**src/include/acmp_defs.svh**
```systemverilog
// Constants for the comparator control block: offsets, bit positions, reset values.
// Assumes inclusion by bare name from every file that needs them.
`ifndef ACMP_DEFS_SVH
`define ACMP_DEFS_SVH

`define ACMP_OFF_CSR 8'h30
`define ACMP_OFF_CONVB 8'h34
`define ACMP_OFF_DIDIS 8'h38
`define ACMP_OFF_CONVA 8'h3C
`define ACMP_OFF_MUXSEL 8'h40
`define ACMP_OFF_PWR 8'h44

`define ACMP_BIT_EVSEL_LO 0
`define ACMP_BIT_EVSEL_HI 1
`define ACMP_BIT_CAPROUTE 2
`define ACMP_BIT_IRQEN 3
`define ACMP_BIT_FLAG 4
`define ACMP_BIT_OUT 5
`define ACMP_BIT_BANDGAP 6
`define ACMP_BIT_PWROFF 7
`define ACMP_BIT_NEGMUX 6
`define ACMP_BIT_CONVEN 7
`define ACMP_BIT_POSDIS 0
`define ACMP_BIT_NEGDIS 1
`define ACMP_BIT_PWRRED 0
`define ACMP_CHSEL_MSB 2

`define ACMP_RST_BYTE 8'h00
`define ACMP_RST_WORD 32'h0000_0000
`define ACMP_HTRANS_NONSEQ 2'h2
`define ACMP_HRESP_OKAY 1'h0

`endif

```
**src/include/acmp_pkg.sv**
```systemverilog
// Types for the comparator control block.
// Assumes nothing beyond a SystemVerilog compiler.
package acmp_pkg;
    // Event kinds chosen by the event select field
    typedef enum logic [1:0] {
        ACMP_EV_TOGGLE = 2'h0,
        ACMP_EV_RSVD = 2'h1,
        ACMP_EV_FALL = 2'h2,
        ACMP_EV_RISE = 2'h3
    } acmp_evsel_t;
    // Edge detector watch state
    typedef enum logic [1:0] {
        ACMP_ST_IDLE = 2'h0,
        ACMP_ST_ARMED = 2'h1,
        ACMP_ST_RSVD = 2'h2
    } acmp_state_t;
endpackage

```
**src/include/acmp_evt_if.sv**
```systemverilog
// Interface carrying the synchronised comparator result and its edge pulses.
// Assumes one clock shared by both ends.
`timescale 1ns/10ps
`default_nettype none
interface acmp_evt_if;
    logic syncOut;
    logic risePulse;
    logic fallPulse;
    logic togglePulse;
    modport src (output syncOut, output risePulse, output fallPulse, output togglePulse);
    modport dst (input syncOut, input risePulse, input fallPulse, input togglePulse);
endinterface
`default_nettype wire

```
**src/rtl/acmp_top.sv**
```systemverilog
// Comparator control logic: AHB-Lite registers, input selection, sync, events.
// Assumes a single AHB-Lite master, one system clock, analogue levels as codes.
//
// Contract
// Raw result is high exactly when positive input exceeds negative input.
// Result reaches status bit through a synchroniser, one to two cycles late.
// With mux enabled and converter off, channel field picks channel 0..7.
// Mux disabled or converter on: negative input is the negative pin.
// Bandgap select puts reference on positive input, else positive pin.
// Power-off bit removes comparator power; writable any time.
// Flag sets when a synchronised edge matches the selected event type.
// Flag clears on vector acknowledge or on write of one.
// Request only when flag, enable and global enable are all set.
// Capture route bit connects result to capture front end, else none.
// Event select: 00 toggle, 01 reserved, 10 falling, 11 rising.
// Software clears enable before changing event select.
// Software clears enable before changing power-off.
// Digital-in-off bit forces matching port input read to zero.
// Software clears converter power reduce before using the mux.
// Writable bits reset to zero; output bit shows live state.
// Converter enable means the converter owns its multiplexer.
// Edge pulses compare synchronised value with previous cycle.
`timescale 1ns/10ps
`default_nettype none
`include "acmp_defs.svh"
module acmp_top (
    input wire logic clk, // System clock 200 MHz
    input wire logic rst, // Async reset, active high
    input wire logic hsel, // AHB slave select
    input wire logic [31:0] haddr, // AHB address
    input wire logic [1:0] htrans, // AHB transfer type
    input wire logic hwrite, // AHB write
    input wire logic [2:0] hsize, // AHB size
    input wire logic [31:0] hwdata, // AHB write data
    input wire logic hready, // AHB bus ready
    output logic [31:0] hrdata, // AHB read data
    output logic hreadyout, // AHB slave ready
    output logic hresp, // AHB response
    input wire logic [9:0] posPinLevel, // Positive pin level
    input wire logic [9:0] negPinLevel, // Negative pin level
    input wire logic [9:0] bandgapLevel, // Bandgap reference level
    input wire logic [79:0] chanLevels, // Converter channel levels
    input wire logic posPinDigital, // Positive pin digital level
    input wire logic negPinDigital, // Negative pin digital level
    input wire logic globalIrqEnable, // Processor global enable
    input wire logic vectorAck, // Processor runs the vector
    output logic irqReq, // Comparator interrupt request
    output logic captureTrigger, // Capture front end source
    output logic captureRouted, // Capture source is comparator
    output logic cmpPowerOff, // Comparator power removed
    output logic [1:0] portInRead, // Port input bits as read
    output logic [1:0] digitalInOff // Input buffer disables
);
    // ----------------------------------------------------------------
    // Registers and bus state
    // ----------------------------------------------------------------
    logic [7:0] csr_q; // Writable control bits
    logic evFlag_q; // Event flag
    logic [7:0] convB_q; // Converter control b
    logic [7:0] didis_q; // Digital input disable
    logic [7:0] convA_q; // Converter control a
    logic [7:0] muxSel_q; // Converter mux select
    logic [7:0] pwr_q; // Power reduce
    logic wrPend_q;
    logic [7:0] wrAddr_q;
    logic cmpRaw;
    logic evMatch;
    logic flagWrClr;
    logic [7:0] rdByte;
    logic [7:0] addrLo;
    acmp_pkg::acmp_evsel_t evSel;
    acmp_evt_if evt ();

    assign addrLo = haddr[7:0];
    assign evSel = acmp_pkg::acmp_evsel_t'(csr_q[`ACMP_BIT_EVSEL_HI:`ACMP_BIT_EVSEL_LO]);

    // ----------------------------------------------------------------
    // Analogue side and synchroniser
    // ----------------------------------------------------------------
    acmp_analog_select u_sel (
        .posPinLevel(posPinLevel),
        .negPinLevel(negPinLevel),
        .bandgapLevel(bandgapLevel),
        .chanLevels(chanLevels),
        .bandgapSelect(csr_q[`ACMP_BIT_BANDGAP]),
        .negMuxEnable(convB_q[`ACMP_BIT_NEGMUX]),
        .converterEnable(convA_q[`ACMP_BIT_CONVEN]),
        .channelSelect(muxSel_q[`ACMP_CHSEL_MSB:0]),
        .powerOff(csr_q[`ACMP_BIT_PWROFF]),
        .cmpRaw(cmpRaw)
    );

    acmp_sync_edge u_sync (
        .clk(clk),
        .rst(rst),
        .cmpRaw(cmpRaw),
        .evt(evt)
    );

    // ----------------------------------------------------------------
    // AHB-Lite slave: address phase capture, zero wait states
    // ----------------------------------------------------------------
    always_ff @(posedge clk or posedge rst) begin
        if (rst) begin
            wrPend_q <= 1'b0;
            wrAddr_q <= `ACMP_RST_BYTE;
        end else begin
            wrPend_q <= hsel && hready && (htrans == `ACMP_HTRANS_NONSEQ) && hwrite;
            wrAddr_q <= addrLo;
        end
    end

    // Read data mux over register offsets
    always_comb begin
        rdByte = `ACMP_RST_BYTE;
        case (addrLo)
            `ACMP_OFF_CSR: begin
                rdByte = csr_q;
                rdByte[`ACMP_BIT_OUT] = evt.syncOut;
                rdByte[`ACMP_BIT_FLAG] = evFlag_q;
            end
            `ACMP_OFF_CONVB: rdByte = convB_q;
            `ACMP_OFF_DIDIS: rdByte = didis_q;
            `ACMP_OFF_CONVA: rdByte = convA_q;
            `ACMP_OFF_MUXSEL: rdByte = muxSel_q;
            `ACMP_OFF_PWR: rdByte = pwr_q;
            default: rdByte = `ACMP_RST_BYTE;
        endcase
    end

    // Read data registered at the address phase, shown in the data phase
    always_ff @(posedge clk or posedge rst) begin
        if (rst) begin
            hrdata <= `ACMP_RST_WORD;
        end else if (hsel && hready && (htrans == `ACMP_HTRANS_NONSEQ) && !hwrite) begin
            hrdata <= {24'h000000, rdByte};
        end
    end

    // Always ready, always OKAY
    always_ff @(posedge clk or posedge rst) begin
        if (rst) begin
            hreadyout <= 1'b1;
            hresp <= `ACMP_HRESP_OKAY;
        end else begin
            hreadyout <= 1'b1;
            hresp <= `ACMP_HRESP_OKAY;
        end
    end

    assign flagWrClr = wrPend_q && (wrAddr_q == `ACMP_OFF_CSR) && hwdata[`ACMP_BIT_FLAG];

    // ----------------------------------------------------------------
    // Control registers
    // ----------------------------------------------------------------
    // Plain control bits of the status register; flag and output bit kept apart
    always_ff @(posedge clk or posedge rst) begin
        if (rst) begin
            csr_q <= `ACMP_RST_BYTE;
        end else if (wrPend_q && wrAddr_q == `ACMP_OFF_CSR) begin
            csr_q <= {hwdata[`ACMP_BIT_PWROFF:`ACMP_BIT_BANDGAP], 2'h0, hwdata[`ACMP_BIT_IRQEN:`ACMP_BIT_EVSEL_LO]};
        end
    end

    // Other registers written whole
    always_ff @(posedge clk or posedge rst) begin
        if (rst) begin
            convB_q <= `ACMP_RST_BYTE;
            didis_q <= `ACMP_RST_BYTE;
            convA_q <= `ACMP_RST_BYTE;
            muxSel_q <= `ACMP_RST_BYTE;
            pwr_q <= `ACMP_RST_BYTE;
        end else if (wrPend_q) begin
            case (wrAddr_q)
                `ACMP_OFF_CONVB: convB_q <= hwdata[7:0];
                `ACMP_OFF_DIDIS: didis_q <= hwdata[7:0];
                `ACMP_OFF_CONVA: convA_q <= hwdata[7:0];
                `ACMP_OFF_MUXSEL: muxSel_q <= hwdata[7:0];
                `ACMP_OFF_PWR: pwr_q <= hwdata[7:0];
                default: convB_q <= convB_q;
            endcase
        end
    end

    // ----------------------------------------------------------------
    // Event flag
    // ----------------------------------------------------------------
    // Event match; reserved code matches nothing
    always_comb begin
        case (evSel)
            acmp_pkg::ACMP_EV_TOGGLE: evMatch = evt.togglePulse;
            acmp_pkg::ACMP_EV_FALL: evMatch = evt.fallPulse;
            acmp_pkg::ACMP_EV_RISE: evMatch = evt.risePulse;
            default: evMatch = 1'b0;
        endcase
    end

    // Set wins over either clear
    always_ff @(posedge clk or posedge rst) begin
        if (rst) begin
            evFlag_q <= 1'b0;
        end else if (evMatch) begin
            evFlag_q <= 1'b1;
        end else if (vectorAck || flagWrClr) begin
            evFlag_q <= 1'b0;
        end
    end

    // ----------------------------------------------------------------
    // Registered outputs
    // ----------------------------------------------------------------
    always_ff @(posedge clk or posedge rst) begin
        if (rst) begin
            irqReq <= 1'b0;
            captureTrigger <= 1'b0;
            captureRouted <= 1'b0;
            cmpPowerOff <= 1'b0;
        end else begin
            irqReq <= evFlag_q && csr_q[`ACMP_BIT_IRQEN] && globalIrqEnable;
            captureTrigger <= csr_q[`ACMP_BIT_CAPROUTE] && evt.syncOut;
            captureRouted <= csr_q[`ACMP_BIT_CAPROUTE];
            cmpPowerOff <= csr_q[`ACMP_BIT_PWROFF];
        end
    end

    // Input buffer disables and port input reads
    always_ff @(posedge clk or posedge rst) begin
        if (rst) begin
            digitalInOff <= 2'h0;
            portInRead <= 2'h0;
        end else begin
            digitalInOff <= didis_q[`ACMP_BIT_NEGDIS:`ACMP_BIT_POSDIS];
            portInRead[0] <= posPinDigital && !didis_q[`ACMP_BIT_POSDIS];
            portInRead[1] <= negPinDigital && !didis_q[`ACMP_BIT_NEGDIS];
        end
    end
endmodule
`default_nettype wire

```
**src/rtl/acmp_sync_edge.sv**
```systemverilog
// Synchroniser and edge detector for the raw comparator result.
// Assumes cmpRaw is asynchronous to clk.
`timescale 1ns/10ps
`default_nettype none
`include "acmp_defs.svh"
module acmp_sync_edge (
    input wire logic clk, // System clock
    input wire logic rst, // Async reset, active high
    input wire logic cmpRaw, // Raw comparator result
    acmp_evt_if.src evt // Synchronised result and pulses
);
    logic meta_q;
    logic sync_q;
    logic prev_q;

    // Two-stage synchroniser; first stage feeds only the second
    always_ff @(posedge clk or posedge rst) begin
        if (rst) begin
            meta_q <= 1'b0;
            sync_q <= 1'b0;
        end else begin
            meta_q <= cmpRaw;
            sync_q <= meta_q;
        end
    end

    // Previous synchronised value for edge compare
    always_ff @(posedge clk or posedge rst) begin
        if (rst) begin
            prev_q <= 1'b0;
        end else begin
            prev_q <= sync_q;
        end
    end

    // Single-cycle edge pulses
    assign evt.syncOut = sync_q;
    assign evt.risePulse = sync_q & ~prev_q;
    assign evt.fallPulse = ~sync_q & prev_q;
    assign evt.togglePulse = sync_q ^ prev_q;
endmodule
`default_nettype wire

```
**src/rtl/acmp_analog_select.sv**
```systemverilog
// Input selection model and comparator decision for the analogue core.
// Assumes input voltages arrive as unsigned codes of equal scale.
`timescale 1ns/10ps
`default_nettype none
`include "acmp_defs.svh"
module acmp_analog_select (
    input wire logic [9:0] posPinLevel, // Positive pin level
    input wire logic [9:0] negPinLevel, // Negative pin level
    input wire logic [9:0] bandgapLevel, // Bandgap reference level
    input wire logic [79:0] chanLevels, // Converter channels 0..7
    input wire logic bandgapSelect, // Bandgap onto positive input
    input wire logic negMuxEnable, // Multiplexer onto negative input
    input wire logic converterEnable, // Converter owns multiplexer
    input wire logic [2:0] channelSelect, // Channel index
    input wire logic powerOff, // Comparator unpowered
    output logic cmpRaw // Raw comparison result
);
    logic [9:0] posLevel;
    logic [9:0] negLevel;
    logic [9:0] chanLevel;

    // Channel picked by index
    assign chanLevel = chanLevels[channelSelect*10 +: 10];
    // Positive input choice
    assign posLevel = bandgapSelect ? bandgapLevel : posPinLevel;
    // Negative input choice; converter enable returns it to the pin
    assign negLevel = (negMuxEnable && !converterEnable) ? chanLevel : negPinLevel;
    // Compare; unpowered comparator outputs low
    assign cmpRaw = !powerOff && (posLevel > negLevel);
endmodule
`default_nettype wire

```
**config.mk**
```make
export PLATFORM = sky130hd
export DESIGN_NAME = acmp_top
export DESIGN_NICKNAME = d
export VERILOG_FILES = /design/src/include/acmp_pkg.sv /design/src/include/acmp_evt_if.sv /design/src/rtl/acmp_top.sv /design/src/rtl/acmp_sync_edge.sv /design/src/rtl/acmp_analog_select.sv
export VERILOG_INCLUDE_DIRS = /design/src /design/src/include
export SDC_FILE = /design/constraint.sdc
export NUM_CORES = 1
export LEC_CHECK = 0
export BUFFER_PORTS_ARGS = -buffer_cell sky130_fd_sc_hd__buf_2
export CAP_MARGIN = 20
export CORE_ASPECT_RATIO = 0.5
export CORE_MARGIN = 4
export CORE_UTILIZATION = 42
export CTS_CLUSTER_SIZE = 24
export DETAILED_ROUTE_END_ITERATION = 10
export GPL_TIMING_DRIVEN = 0
export PLACE_DENSITY = 0.78
export SYNTH_ARGS = -nofsm -noshare
export SYNTH_HDL_FRONTEND = slang
export SYNTH_SLANG_ARGS = --single-unit
```
**constraint.sdc**
```tcl
create_clock -name clk -period 2.6 [get_ports clk]
set_input_delay 0.26 -clock clk [delete_from_list [all_inputs] [get_ports clk]]
set_output_delay 0.26 -clock clk [all_outputs]
set_load 0.1 [all_outputs]
```
# Word-level counts from Yosys, hierarchy flattened
# Cells that the tools add are included.
# Widths: inputs -> output; s select.
op_classes:
  n_reduce_logical: 26
  muxes: 6
  bitwise_logic: 5
  shift: 1
  order_cmp: 1
  n_mul: 1
  n_eq_ne: 15
ops:
  columns: ["operator", "count"]
  rows:
  - ["$shiftx 80x8->10", 1]
  - ["$eq 8x6->1 const B", 8]
  - ["$pmux 8 s6", 1]
  - ["$eq 8x7->1 const B", 4]
  - ["$mux 10", 2]
  - ["$logic_and 1x1->1", 13]
  - ["$gt 10x10->1", 1]
  - ["$reduce_and 2->1", 5]
  - ["$eq 2x2->1 const B", 3]
  - ["$mul 3x3->6 const B", 1]
  - ["$logic_not 1->1", 5]
  - ["$pmux 1 s3", 1]
  - ["$and 1x1->1", 2]
  - ["$logic_not 2->1", 1]
  - ["$mux 1", 2]
  - ["$not 1->1", 2]
  - ["$reduce_bool 2->1", 1]
  - ["$logic_or 1x1->1", 1]
  - ["$xor 1x1->1", 1]
totals:
  register_bits: 75
  wordCells: 74
  out_inout_bits: 42

# Longest topological paths before layout
depth:
  word_depth: 6
  ltp_mapped: 10
  depth_no_buf: 9

# Modules after synthesis
# From an unflattened synthesis, not the netlist that was laid out.
unflattened:
  hier_cells: 358
  area_unflattened_um2: 4519.3
modules_own_cells:
  columns: ["mod", "seq_area_each_um2", "instances", "area_per_inst_um2", "cells_per_inst"]
  rows:
  - ["acmp_top", 1801.7, 1, 3348.2, 254]
  - ["acmp_analog_select", 0.0, 1, 1056.0, 95]
  - ["acmp_sync_edge", 75.1, 1, 115.1, 9]

# Worst setup path after synthesis
# OpenSTA, ideal clock, no wires.
synth_timing:
  path_kind: "register to register"
  start: "register muxSel_q[0]"
  end: "register u_sync.meta_q"
  n_path_buf: 1
  stages_incl_launch_ff: 11
  arrival_time_ns: 2.498
  setup_time_ns: 0.082
  path_slack_ns: 0.020
  t_required_ns: 2.518
  path_cell_list: "dfrtp_1 buf_2 mux4_2 mux2i_1 nor2_1 a21oi_1 ha_1 and4_1 and3_1 a31o_2 a31oi_1"
synth_via:
  elab_chain_cells: 5
synth_lines:
  columns: ["item", "line", "text"]
  rows:
  - ["start, declared", "acmp_top.sv:62", "logic [7:0] muxSel_q;"]
  - ["start signal, assigned", "acmp_top.sv:171", "muxSel_q <= `ACMP_RST_BYTE;"]
  - ["start signal, assigned", "acmp_top.sv:178", "`ACMP_OFF_MUXSEL: muxSel_q <= hwdata[7:0];"]
  - ["$mul 3x3->6", "acmp_analog_select.sv:23", "assign chanLevel = chanLevels[channelSelect*10 +: 10];"]
  - ["$shiftx 80x8->10", "acmp_analog_select.sv:23", null]
  - ["$mux 10", "acmp_analog_select.sv:27", "assign negLevel = (negMuxEnable && !converterEnable) ? chanLevel : negPinLevel;"]
  - ["$gt 10x10->1", "acmp_analog_select.sv:29", "assign cmpRaw = !powerOff && (posLevel > negLevel);"]
  - ["$logic_and 1x1->1", "acmp_analog_select.sv:29", null]
  - ["net cmpRaw", "acmp_top.sv:66", "logic cmpRaw;"]
  - ["end signal, assigned", "acmp_sync_edge.sv:22", "meta_q <= cmpRaw;"]
  - ["end, declared", "acmp_sync_edge.sv:12", "logic meta_q;"]
# The timed path passes the listed nets, and every way through them passes these cells.
# A chain may end at the register's enable or synchronous reset.

# Worst setup path after layout
# Ends and elaborated chain as after synthesis.

==> metrics.md <==
| Metric | Value |
|---|---|
| Synth unique cells | 53 |
| Pwr Density | 540 nW/um2 |
| Layout Nets | 750 |
| Sequential Power Share | 0.387 |
| RePlAce Congestion | 0.851 |
| Synth cell count leaders | 75 x dfrtp_1, 59 x mux2_2, 26 x buf_4, 21 x mux4_2, 15 x nor2_1 |
| Max-Cap Viols | 0 |
| WL/cell | 18.4 um |
| Yosys top cell by area | dfrtp_1 |
| Die height | 80.7 um |
| Cell Area, Synth | 4440 um2 |
| Sequential area share after synthesis | 0.422 |
| Worst-path maximum fanout | 5 |
| Clock Latency Late Sink | 0.33 ns |
| Most numerous cell in the Yosys netlist | dfrtp_1 |
| Fillers | 853 |
| Final period utilization | 0.959 |
| Clock power frac | 0.415 |
| R2R Setup Slk | 0.11 ns |
| Critical Path Start Type | register |
| Global-route wire length before repair | 20.1 mm |
| Combinational share of power | 0.198 |
| LEAKAGE | 2.90 nW |
| Detailed Route WL | 12.9 mm |
| Relative slew slack | 0.412 |
| Hpwl dp | 10.0 mm |
| Row count | 26 |
| Vias in the first global route | 3861 |
| Drt drc | 0 |
| Final Critical Period | 2.49 ns |
| Largest net degree at the start of global routing | 65 |
| Delay of the slowest critical-path stage | 0.49 ns |
| Synth top area share | 0.422 |
| Multi-input logic area | 2400 um2 |
| Sw Pwr | 0.000885 W |
| GR Util All Layers | 0.207 |
| Hold Vio Cnt, Final | 0 |
| CP Data Arrival Time | 2.75 ns |
| Die ar. | 12400 um2 |
| Design Power | 0.00323 W |
| Hold crit path type | in -> reg |
| Setup_tns | 0 ns |
| Worst VDD drop | 0.349 mV |
| Vias/cell | 5.38 |
| Clock-pin slew on the worst setup and hold paths | 0.06 ns |
| Register area | 1880 um2 |
| Top Ports | 230 |
| Critical-path cell list | buf_12, mux4_2, mux2i_1, nor2_1, a21oi_1, ha_1, and4_4, and3_4, a31o_4, a31oi_1 |
| Critical path type | reg -> reg |
| Die width | 153 um |
| Fmax | 401 MHz |
| Initial antenna violation count | 2 |
| CTS tree | built |
| CTS root buffer | clkbuf_16 |
| Post-Synthesis Cells | 355 |
| Async set-or-reset flop fraction in the synthesized netlist | 1.00 |
| Final Slew Violations | 0 |
| Clock skew | 0.00523 ns |
| H-tree Lvls | 3 |
| Sw frac | 0.274 |
| Unrepaired setup endpoints after global routing | yes |
| Final instance area | 5970 um2 |
| Number of flops mapped to enable cells by yosys | 0 |
| Clk buf depth | 2 |
| Num CTS Buffers | 9 |
| Via count | 3753 |
| Placement Cell Area | 5500 um2 |
| Worst hold margin | 0.0636 ns |
| Critical path endpoint category | register |
| Synthesized area per cell | 12.5 um2 |
| YS warnings | 0 |
| Ratio of cells with drive above 1 in the final layout | 0.545 |
| Top cells by area, synth | dfrtp_1 42%, mux2_2 15%, mux4_2 11% |
| CP required | 2.85 ns |
| Layout area overhead | 34.3% |
| 1st-pass router iterations | 4 |
| Synth Flop Type | dfrtp_1 |
| Antenna Nets Post-Route | 0 |
| Iter 0 DRT Violations | 180 |
| Total gr overflow | 0 |
| IO Port Bufs | 152 |
| Yosys reg bits | 75 |
| Least-Margin Pin Slew | 0.874 ns |
| Int Power | 0.00234 W |
| Clock sink count | 75 |
| Starting Density | 0.434 |
| Core area | 10200 um2 |
| Final setup vio count | 0 |
| Critical-path cell with the highest stage delay | mux4_2 |
| Status | finished, final reports clean |
## final cells by class
class                      count  area share
buffer                        42      0.0499
timing repair buffer         160       0.144
inverter                       5     0.00356
clock buffer                  10      0.0400
multi-input combinational    257       0.403
antenna                        3     0.00126
clock inverter                 5      0.0143
tap                          140      0.0294
sequential                    75       0.315
## power groups by stage
stage / logic, W / registers, W / clock network [W]
after detailed placement: 0.000618 / 0.00127 / 0
after global routing: 0.000687 / 0.00125 / 0.00141
after floorplan: 0.000410 / 0.00128 / 0
after global placement: 0.000599 / 0.00126 / 0
after CTS: 0.000631 / 0.00125 / 0.00136
final: 0.000640 / 0.00125 / 0.00134
## per-layer routing
metal	track usage	up-vias	share of wire
li1	-	1702	-
met1	0.235	1857	0.37
met5	0	-	0.00054
met2	0.370	164	0.51
met3	0.0724	28	0.090
met4	0.0775	2	0.023
## logic make-up (layout without fill, tap and decap cells)
logic type                 Yosys count  after routing  synth area share
AOI/OAI and AO/OA                   55             55            0.0946
and+or+nand+nor                     72             72             0.102
buffers and inverters               47            222            0.0625
muxes                               92             92             0.283
adders and majority gates           12             12            0.0338
other                                2             29           0.00169
DFF                                 75             75             0.422
## cell usage in the layout, fill, tap and decap left out, types with 4 or more instances in the layout
cell type / synthesis / layout
nand4b_1: 4 / 4
clkbuf_1: 13 / 10
a21oi_1: 12 / 11
nand2b_1: 6 / 6
clkbuf_16: 0 / 10
buf_4: 26 / 31
nor2_1: 15 / 15
nand2_1: 6 / 6
a22o_1: 12 / 12
conb_1: 2 / 26
nor3_1: 4 / 4
nor2b_1: 5 / 5
a22oi_1: 9 / 9
ha_1: 12 / 12
dfrtp_1: 75 / 74
inv_1: 5 / 4
mux2_2: 59 / 59
mux2i_1: 11 / 11
mux4_2: 21 / 21
buf_2: 3 / 153
o21ai_1: 2 / 4
nand3_1: 6 / 6
## what timing repair did
item / CTS / global route
setup endpoints to repair: 1 / 1
hold endpoints to repair: 11 / 0
resized for setup: 14 / 7
pin swaps: 0 / 11
buffers inserted: 2 / 3
gates cloned: 0 / 1
hold buffers: 1 / 0
## stage by stage
stage | std cells | setup WS, ns | utilization
floorplan | 379 | 0.0200 | -
global placement | 671 | -0.411 | 0.534
detailed placement | 672 | -0.288 | 0.537
CTS | 690 | 0.000542 | 0.575
global route | 695 | -0.0158 | 0.582
finish | 697 | 0.105 | 0.582
## sequential cells by signal (all words and copies together) (netlist names), 6 cells and up
register / count
muxSel_q: 8
pwr_q: 8
hrdata: 8
convB_q: 8
wrAddr_q: 8
convA_q: 8
didis_q: 8
csr_q: 6
## worst paths after layout
check,to,cells past startpoint,from
worst min register to register,u_sync.evt.syncOut,0,u_sync.meta_q
max in group asynchronous,muxSel_q[0],4,rst
min in group asynchronous,convA_q[3],3,rst
worst max-delay path,u_sync.meta_q,10,muxSel_q[0]
worst max register to register,u_sync.meta_q,10,muxSel_q[0]
worst min-delay path,wrAddr_q[2],1,haddr[2]
## critical path: cells and delay by family, from the launching register on
| kind | cells | cell delay [ns] |
|---|---|---|
| muxes | 2 | 0.64 |
| AOI/OAI and AO/OA | 3 | 0.49 |
| DFF | 1 | 0.46 |
| and+or+nand+nor | 3 | 0.41 |
| adders and majority gates | 1 | 0.27 |
| buffers and inverters | 1 | 0.16 |
(Power assumes the default switching activity.)
